===== config.mk =====
export PLATFORM = sky130hd
export DESIGN_NAME = physical_area_decoder
export DESIGN_NICKNAME = d
export VERILOG_FILES = /design/src/rtl/area_decode_pkg.sv /design/src/rtl/physical_area_decoder.sv
export VERILOG_INCLUDE_DIRS = /design/src /design/src/rtl
export SDC_FILE = /design/constraint.sdc
export NUM_CORES = 1
export LEC_CHECK = 0
export ABC_AREA = 1
export BUFFER_PORTS_ARGS = -buffer_cell sky130_fd_sc_hd__buf_2
export CAP_MARGIN = 25
export CORE_AREA = 3 3 60 62
export DETAILED_ROUTE_END_ITERATION = 12
export DIE_AREA = 0 0 63 65
export GPL_TIMING_DRIVEN = 1
export PLACE_DENSITY = 0.61
export SLEW_MARGIN = 25
export SYNTH_ARGS = -nofsm -noshare
export SYNTH_HDL_FRONTEND = slang
export SYNTH_SLANG_ARGS = --single-unit

===== constraint.sdc =====
create_clock -name clk_sys -period 1.1 [get_ports clk_sys]
set_input_delay 0.22 -clock clk_sys [delete_from_list [all_inputs] [get_ports clk_sys]]
set_output_delay 0.22 -clock clk_sys [all_outputs]
set_load 0.005 [all_outputs]

===== src/rtl/area_decode_map.svh =====
// Purpose: Constants for the physical area decoder
// Assumes: 32-bit physical addresses, eight 64 Mbyte areas
// Notes:   Included by the decoder; the package holds only types
`ifndef AREA_DECODE_MAP_SVH
`define AREA_DECODE_MAP_SVH

`define AREA_FIELD_MSB      28
`define AREA_FIELD_LSB      26
`define AREA_CODE_0         3'h0
`define AREA_CODE_1         3'h1
`define AREA_CODE_2         3'h2
`define AREA_CODE_3         3'h3
`define AREA_CODE_4         3'h4
`define AREA_CODE_5         3'h5
`define AREA_CODE_6         3'h6
`define AREA_CODE_7         3'h7
`define SHADOW_STRIDE       32'h20000000
`define AREA5_BASE          32'h14000000
`define AREA6_BASE          32'h18000000
`define WIDTH_RESET         2'h0
`define SELECT_IDLE         7'h7F

`endif


===== src/rtl/area_decode_pkg.sv =====
// Purpose: Types for the physical area decoder
// Assumes: Constants live in area_decode_map.svh
// Notes:   Width codes follow the strap encoding
package area_decode_pkg;

    typedef enum logic [1:0]
    {
        WIDTH_RESERVED = 2'b00,
        WIDTH_BYTE     = 2'b01,
        WIDTH_WORD     = 2'b10,
        WIDTH_LONG     = 2'b11
    } bus_width_t;

    typedef struct packed
    {
        logic        valid;
        logic [31:0] address;
        logic [3:0]  byteEnable;
    } access_t;

    typedef struct packed
    {
        bus_width_t width6;
        bus_width_t width5;
        bus_width_t width4;
        bus_width_t width3;
        bus_width_t width2;
    } width_control_t;

endpackage : area_decode_pkg


===== src/rtl/physical_area_decoder.sv =====
// Purpose: Decode external bus accesses into area selects and bus widths
// Assumes: Access request comes from logic on clk_sys; straps are pins
// Notes:   Outputs are registered, one cycle after the request
//
// Contract
// [RQ1] The low 29 bits of the physical address are decoded into eight areas.
// [RQ2] Areas 0 and 2 to 6 are selected by address bits 28 to 26, codes 000 to 110.
// [RQ3] Bits 31 to 29 are ignored, so each area repeats every 0x20000000.
// [RQ4] Only the accessed area's active-low select asserts, areas 0 and 2 to 6 each own one.
// [RQ5] A PCMCIA area 5 or 6 also asserts its card enable for the upper byte lanes accessed.
// [RQ6] Areas 5 and 6 at 0x14000000 and 0x18000000 each serve one PCMCIA interface.
// [RQ7] Area 0 width is fixed from two mode straps at power-on reset.
// [RQ8] The board never straps the reserved width combination.
// [RQ9] Straps 00 reserved, 01 byte, 10 word, 11 longword.
// [RQ10] Areas 2 to 6 take their width from the bus width control setting.
// [RQ11] Software uses only 16 or 32 bits on synchronous DRAM areas.
// [RQ12] Software uses only 8 or 16 bits on PCMCIA areas.
// [RQ13] Software sets equal widths on areas 2 and 3 when both hold synchronous DRAM.
// [RQ14] Software avoids longword widths while the port function is used.
// [RQ15] Masters never access area 7 or its shadows.
// [RQ16] Untranslated area 1 register accesses use the uncached untranslated region.
// [RQ17] An area 1 access is handled on chip and asserts no external select.
`include "area_decode_map.svh"
`timescale 1ns/1ps
`default_nettype none

module physical_area_decoder
(
    // Clock and reset
    input  wire logic                            clk_sys,
    input  wire logic                            resetn,
    // Mode straps
    input  wire logic                            width_strap_low,
    input  wire logic                            width_strap_high,
    // Configuration
    input  wire area_decode_pkg::width_control_t bus_width_control,
    input  wire logic                            area5Pcmcia,
    input  wire logic                            area6Pcmcia,
    // Access request
    input  wire area_decode_pkg::access_t        access,
    // Selects
    output logic                                 area0_select_n,
    output logic [4:0]                           area_select_n,
    output logic                                 card_enable_hi_area5_n,
    output logic                                 card_enable_hi_area6_n,
    // Status
    output area_decode_pkg::bus_width_t          area0Width,
    output area_decode_pkg::bus_width_t          accessWidth,
    output logic                                 internalAccess,
    output logic                                 reservedAccess
);

    // ************************************************************
    // Strap capture
    // ************************************************************
    logic [1:0] strapMeta;
    logic [1:0] strapSync;
    logic       strapTaken;

    always_ff @(posedge clk_sys or negedge resetn)
    begin
        if (!resetn)
        begin
            strapMeta <= 2'h0;
            strapSync <= 2'h0;
        end
        else
        begin
            strapMeta <= {width_strap_high, width_strap_low};
            strapSync <= strapMeta;
        end
    end

    // Caught once, after the synchroniser has settled past release
    logic [1:0] settle;

    always_ff @(posedge clk_sys or negedge resetn)
    begin
        if (!resetn)
        begin
            settle     <= 2'h0;
            strapTaken <= 1'b0;
            area0Width <= area_decode_pkg::bus_width_t'(`WIDTH_RESET);
        end
        else if (!strapTaken)
        begin
            settle <= settle + 2'h1;
            if (settle == 2'h2)
            begin
                strapTaken <= 1'b1;
                area0Width <= area_decode_pkg::bus_width_t'(strapSync); // [RQ7] [RQ9]
            end
        end
    end

    // ************************************************************
    // Area decode
    // ************************************************************
    logic [2:0] areaCode;
    logic [6:0] next_select;
    logic       next_ce5;
    logic       next_ce6;
    logic       upperLanes;
    area_decode_pkg::bus_width_t next_width;

    // Top three bits never enter the decode
    assign areaCode   = access.address[`AREA_FIELD_MSB:`AREA_FIELD_LSB]; // [RQ1] [RQ2] [RQ3]
    assign upperLanes = |access.byteEnable[3:1];

    always_comb
    begin
        next_select = `SELECT_IDLE;
        next_ce5    = 1'b1;
        next_ce6    = 1'b1;
        next_width  = area_decode_pkg::WIDTH_RESERVED;
        if (access.valid && strapTaken)
        begin
            case (areaCode)
                `AREA_CODE_0:
                begin
                    next_select[0] = 1'b0; // [RQ4]
                    next_width     = area0Width;
                end
                `AREA_CODE_2:
                begin
                    next_select[2] = 1'b0;
                    next_width     = bus_width_control.width2; // [RQ10]
                end
                `AREA_CODE_3:
                begin
                    next_select[3] = 1'b0;
                    next_width     = bus_width_control.width3;
                end
                `AREA_CODE_4:
                begin
                    next_select[4] = 1'b0;
                    next_width     = bus_width_control.width4;
                end
                `AREA_CODE_5:
                begin
                    next_select[5] = 1'b0;
                    next_ce5       = !(area5Pcmcia && upperLanes); // [RQ5] [RQ6]
                    next_width     = bus_width_control.width5;
                end
                `AREA_CODE_6:
                begin
                    next_select[6] = 1'b0;
                    next_ce6       = !(area6Pcmcia && upperLanes); // [RQ5] [RQ6]
                    next_width     = bus_width_control.width6;
                end
                default:
                begin
                    // Area 1 stays on chip, area 7 drives nothing
                    next_select = `SELECT_IDLE; // [RQ17]
                end
            endcase
        end
    end

    // ************************************************************
    // Output registers
    // ************************************************************
    always_ff @(posedge clk_sys or negedge resetn)
    begin
        if (!resetn)
        begin
            area0_select_n         <= 1'b1;
            area_select_n          <= 5'h1F;
            card_enable_hi_area5_n <= 1'b1;
            card_enable_hi_area6_n <= 1'b1;
            accessWidth            <= area_decode_pkg::bus_width_t'(`WIDTH_RESET);
        end
        else
        begin
            area0_select_n         <= next_select[0];
            area_select_n          <= next_select[6:2]; // [RQ4]
            card_enable_hi_area5_n <= next_ce5;
            card_enable_hi_area6_n <= next_ce6;
            accessWidth            <= next_width;
        end
    end

    always_ff @(posedge clk_sys or negedge resetn)
    begin
        if (!resetn)
        begin
            internalAccess <= 1'b0;
            reservedAccess <= 1'b0;
        end
        else
        begin
            internalAccess <= access.valid && strapTaken && areaCode == `AREA_CODE_1; // [RQ17]
            reservedAccess <= access.valid && strapTaken && areaCode == `AREA_CODE_7; // [RQ15]
        end
    end

    // ************************************************************
    // Assertions
    // ************************************************************
    a_one_select_only: assert property (@(posedge clk_sys) disable iff (!resetn) // [RQ4]
        $countones({~area0_select_n, ~area_select_n}) <= 1)
        else $error("More than one area select active");

    a_area0_follows: assert property (@(posedge clk_sys) disable iff (!resetn) // [RQ2]
        (access.valid && strapTaken && areaCode == `AREA_CODE_0) |=> !area0_select_n)
        else $error("Area 0 select missing");

    a_area6_follows: assert property (@(posedge clk_sys) disable iff (!resetn) // [RQ3]
        (access.valid && strapTaken && access.address[28:26] == 3'h6) |=> !area_select_n[4])
        else $error("Area 6 select missing in shadow");

    a_area1_silent: assert property (@(posedge clk_sys) disable iff (!resetn) // [RQ17]
        internalAccess |-> (area0_select_n && area_select_n == 5'h1F))
        else $error("External select on area 1");

    a_card5_needs_cs: assert property (@(posedge clk_sys) disable iff (!resetn) // [RQ5]
        !card_enable_hi_area5_n |-> !area_select_n[3])
        else $error("Card enable 5 without select");

    a_card6_pcmcia: assert property (@(posedge clk_sys) disable iff (!resetn) // [RQ6]
        (access.valid && strapTaken && areaCode == `AREA_CODE_6 && area6Pcmcia
         && access.byteEnable[1]) |=> !card_enable_hi_area6_n)
        else $error("Card enable 6 missing");

    a_strap_held: assert property (@(posedge clk_sys) disable iff (!resetn) // [RQ7]
        strapTaken |=> $stable(area0Width))
        else $error("Area 0 width changed after capture");

    a_width_area2: assert property (@(posedge clk_sys) disable iff (!resetn) // [RQ10]
        (access.valid && strapTaken && areaCode == `AREA_CODE_2)
        |=> accessWidth == $past(bus_width_control.width2))
        else $error("Area 2 width wrong");

    a_strap_window: assert property (@(posedge clk_sys) disable iff (!resetn) // [RQ7]
        $rose(resetn) |-> ##[1:4] strapTaken)
        else $error("Strap not captured in time");

endmodule : physical_area_decoder

`default_nettype wire


# Word level (Yosys, flattened, before mapping)
# Cells that the tools add are included.
# op_classes
n_eq_ne	8
n_bitwise	1
addsub	1
reduce_logical	10
n_mux	15
# ops
cell	n
$eq 3x3->1 const B	4
$mux 1	12
$pmux 2 s6	1
$mux 7	1
$eq 3x2->1 const B	2
$logic_and 1x1->1	5
$eq 3x1->1 const B	1
$logic_not 3->1	1
$reduce_or 3->1	1
$add 2x1->2 const B	1
$eq 2x2->1 const B	1
$logic_not 1->1	2
$mux 2	1
$reduce_and 2->1	1
$not 1->1	1
# word_totals
out_inout_bits	14
ff_bits	21
wordCells	47

# Depth between registers and ports, before layout
# logic_depth
ltp_word	5
mapped_depth	7
ltp_nobuf	6

# Least setup slack after synthesis
# OpenSTA, ideal clock, no wires.
# synth_path
kind	register to register
from	register settle[0]
to	register area0Width[0]
arrival_time_ns	0.969
setup_time_ns	0.125
period_less_slack_ns	1.093
required_ns	0.975
stages_incl_launch_ff	5
setup_slack_ns	0.007
path_cell_list	dfrtp_1 inv_1 ha_1 nand2_1 mux2_2
# synth_via
elab_chain_len	2
# synth_lines
item	line_no	source
start: declaration	physical_area_decoder.sv:75	logic [1:0] settle;
start signal: assignment	physical_area_decoder.sv:87	settle <= settle + 2'h1;
$eq 2x2->1	physical_area_decoder.sv:88	if (settle == 2'h2)
$reduce_and 2->1 (no line)	--	
end signal: assignment	physical_area_decoder.sv:83	area0Width <= area_decode_pkg::bus_width_t'(`WIDTH_RESET);
end signal: assignment	physical_area_decoder.sv:91	area0Width <= area_decode_pkg::bus_width_t'(strapSync);
end: declaration	physical_area_decoder.sv:47	output area_decode_pkg::bus_width_t area0Width,
# Every way passes these cells.
# A chain may end at the register's enable or synchronous reset.

# Worst setup path in the final report
# layout_path
from	register area_select_n[2]
to	output port area_select_n[2]
# layout_rtl
item	line_no	source
start: declaration	physical_area_decoder.sv:43	output logic [4:0] area_select_n,
start signal: assignment	physical_area_decoder.sv:176	area_select_n <= next_select[6:2];
# No word-level cell between the ends.

==> flow_summary_export.csv <==
group,metric,value,unit
logic_synthesis,synth_cells,81,
setup_path,cp_num_buf_inv,1,
cells_and_area,postLayoutCellArea,0.001191,mm2
logic_synthesis,syn_avg_cell_area,11.29,um2
sta,period_share,104.7,%
worst_hold_path,holdPathEnd,"strapMeta[0]$_DFF_PN0_",
worst_hold_path,min_path_cells,1,
clock_network,clkTransAtPathRegs,0.11,ns
setup_path,timing.rr.start,"settle[0]$_DFFE_PN0N_",
clock_network,numClockSinks,21,
global_route,grt_max_degree,22,
route,wl_per_cell,11.03,um
route,first_iter_violations,5,
cells_and_area,syn2layout_area_growth,30.23,%
floorplanning,core,0.003078,mm2
status,failed_checks,"setup timing",
floorplanning,row_count,20,
logic_synthesis,synth_top_area_cell,"dfrtp_1",
power,p_leak,0.5906,nW
route,wirelength,1.842,mm
clock_network,clockBufferDepth,2,
clock_network,htreeDepth,1,
setup_path,cp_slowest_stage_delay,0.53,ns
logic_synthesis,ys_seq_area_share,58.55,%
route,drc,0,
global_route,grt_use_total,9.554,%
clock_network,cts_tree,"done",
floorplanning,fp.dieH,65,um
global_route,grt_pass1_vias,712,
setup_path,cp-end-kind,"primary output",
sta,period_needed,1.152,ns
route,viasPerCell,4.251,
logic_synthesis,synth_area_leaders,"dfrtp_1 (36%), dfstp_2 (23%), nand3_1 (4.9%), nand4_1 (4.8%), nor2_8 (4.4%)",
cells_and_area,drive_gt1_share,52.03,%
floorplanning,start_util,29.72,%
setup_path,reg2reg_slack,0.02,ns
clock_network,clock_latency,0.30,ns
sta,worst_pin_slew,0.4482,ns
sta,rsz0062_at_grt,"yes",
floorplanning,io_pins,67,
logic_synthesis,yosysTopAreaCellShare,35.57,%
job,cap_violations,0,
sta,setup_violations,8,
status,status,"finished, violations left",
logic_synthesis,ys_seq_elements,21,
worst_hold_path,holdCritStartpoint,"width_strap_low",
sta,worst_slack,-0.05176,ns
floorplanning,die_x,63,um
route,first_pass_iters,4,
sta,hold_slack,0.02134,ns
logic_synthesis,synth_fp_nets,135,
logic_synthesis,syn-cell-area,914.6,um2
setup_path,start_kind,"register",
setup_path,crit_family,"flip-flops",
floorplanning,die_area,0.004095,mm2
worst_hold_path,hold_class,"in -> reg",
cells_and_area,antenna_cells,0,
placement,hpwlAfterDp,1.474,mm
setup_path,arrival,0.93,ns
route,num_vias,710,
sta,relSlewSlack,70.12,%
power,powerDensity,1127,mW/mm2
cells_and_area,fillerInstances,323,
cells_and_area,fin_nets,178,
sta,drv_slew,0,
sta,finalClockSkew,0.004504,ns
setup_path,r2r_cells,4,
setup_path,setup.worst_path.class,"reg -> out",
placement,post_dp_cell_area,0.001131,mm2
logic_synthesis,ys_types,22,
clock_network,numCtsBuffers,3,
setup_path,r2r-end,"area0Width[0]$_DFFE_PN0P_",
placement,portBuffers,36,
placement,globalplace.congestion,0.8235,
sta,timing_hold_violations_final,0,
global_route,grt_pass1_wl,3.091,mm
setup_path,path_cells,"buf_2",
clock_network,cts_root_buf,"clkbuf_4",
logic_synthesis,synth_warnings,0,
route,ant_nets,0,
global_route,gr-total-overflow,0,
setup_path,crit_required,0.88,ns
global_route,antenna_found_initial,0,
setup_path,crit_slowest_cell,"dfstp_2",
setup_path,critPathMaxFanout,1,
power,peakVddDrop,0.0005794,V
sta,clock.fmax,0.8682,GHz
-- metrics by stage --
stage	TNS, ns	power, mW	util (%)	instances	worst slack [ns]
3_3_place_gp	-0.04306	0.9879	36.75	160	-0.02258
2_1_floorplan	0	0.9172	-	81	0.006593
6_report	-0.3698	1.342	38.70	167	-0.05176
4_1_cts	-0.4849	1.359	38.21	165	-0.06738
3_5_place_dp	-0.02545	0.9921	36.75	160	-0.01334
5_1_grt	-0.7453	1.414	38.70	167	-0.09120
-- placed cells by master, fill, tap and decap left out, drive strengths merged --
cell	netlist	routed
a21oi	2	2
buf	3	40
clkbuf	0	4
dfrtp	13	13
dfstp	8	8
dlygate4sd3	0	1
ha	1	1
inv	10	10
mux2	2	2
nand2	10	10
nand3	11	11
nand4	7	7
nor2	7	7
nor3	1	1
nor4	2	2
o21ai	1	1
or2	1	1
or3	1	1
xnor2	1	1
-- cells in the mapped netlist --
library cell,instances
inv_1,7
nor3_1,1
dfrtp_1,13
a21oi_1,1
nand4_1,7
o21ai_0,1
nor2_8,2
a21oi_2,1
buf_6,3
or2_2,1
inv_6,1
nand3_1,9
mux2_2,2
nor4_1,2
or3_1,1
nand3_2,2
nor2_1,5
ha_1,1
inv_4,2
dfstp_2,8
nand2_1,10
xnor2_1,1
-- routing by layer --
| layer | share of wire (%) | GRT usage, % |
|---|---|---|
| met5 | 0 | 0 |
| met4 | 0 | 1.653 |
| met3 | 9.6 | 4.333 |
| met2 | 48 | 15.68 |
| met1 | 42 | 11.64 |
-- report_power, final --
part           switching (mW)  leakage, nW  internal [mW]
registers             0.00765        0.234          0.802
clock network           0.217       0.0150          0.141
logic                   0.100        0.341         0.0740
total                   0.324        0.591           1.02
-- worst max-delay path by stage --
stage          depth (start not counted)  slack, ns                              from                   endpoint
2_1_floorplan                          4      0.007             settle[0]$_DFFE_PN0N_  area0Width[0]$_DFFE_PN0P_
3_3_place_gp                           4      -0.02             settle[0]$_DFFE_PN0N_  area0Width[0]$_DFFE_PN0P_
3_5_place_dp                           4      -0.01             settle[0]$_DFFE_PN0N_  area0Width[0]$_DFFE_PN0P_
4_1_cts                                1      -0.07        area_select_n[2]$_DFF_PN1_           area_select_n[2]
5_1_grt                                1      -0.09  card_enable_hi_area6_n$_DFF_PN1_     card_enable_hi_area6_n
6_report                               1      -0.05        area_select_n[2]$_DFF_PN1_           area_select_n[2]
-- kinds of logic (layout without fill, tap and decap cells) --
| group | count (synthesis) | after routing | share of synthesized area, % |
|---|---|---|---|
| XOR/XNOR | 1 | 1 | 0.9578 |
| multiplexers | 2 | 2 | 2.462 |
| buffers and inverters | 13 | 55 | 8.892 |
| adder cells (fa/ha/maj) | 1 | 1 | 1.368 |
| flip-flops | 21 | 21 | 58.55 |
| AND/OR/NAND/NOR | 40 | 40 | 25.72 |
| AO/OA/AOI/OAI | 3 | 3 | 2.051 |
-- cell type report --
cell class	count	area [um2]	share of cell area [%]
clock buffer	4	26.28	2.206
inverter	10	47.55	3.992
multi-input combinational	47	306.5	25.74
sequential	21	535.5	44.96
tap	44	55.05	4.622
timing repair buffer	41	220.2	18.49
-- state kept, by name, indices dropped and copies added (netlist names) --
| register | count |
|---|---|
| accessWidth | 2 |
| reservedAccess | 1 |
| area_select_n | 5 |
| strapSync | 2 |
| strapMeta | 2 |
| area0_select_n | 1 |
| internalAccess | 1 |
| strapTaken | 1 |
| card_enable_hi_area5_n | 1 |
| settle | 2 |
| card_enable_hi_area6_n | 1 |
| area0Width | 2 |
-- timing repair --
action | in CTS | in global routing
setup endpoints to repair | 10 | 12
pin swaps | 1 | 0
resized for setup | 3 | 0
buffers inserted | 0 | 2
hold buffers | 1 | 0
hold endpoints to repair | 13 | 0
(Power assumes the default switching activity.)
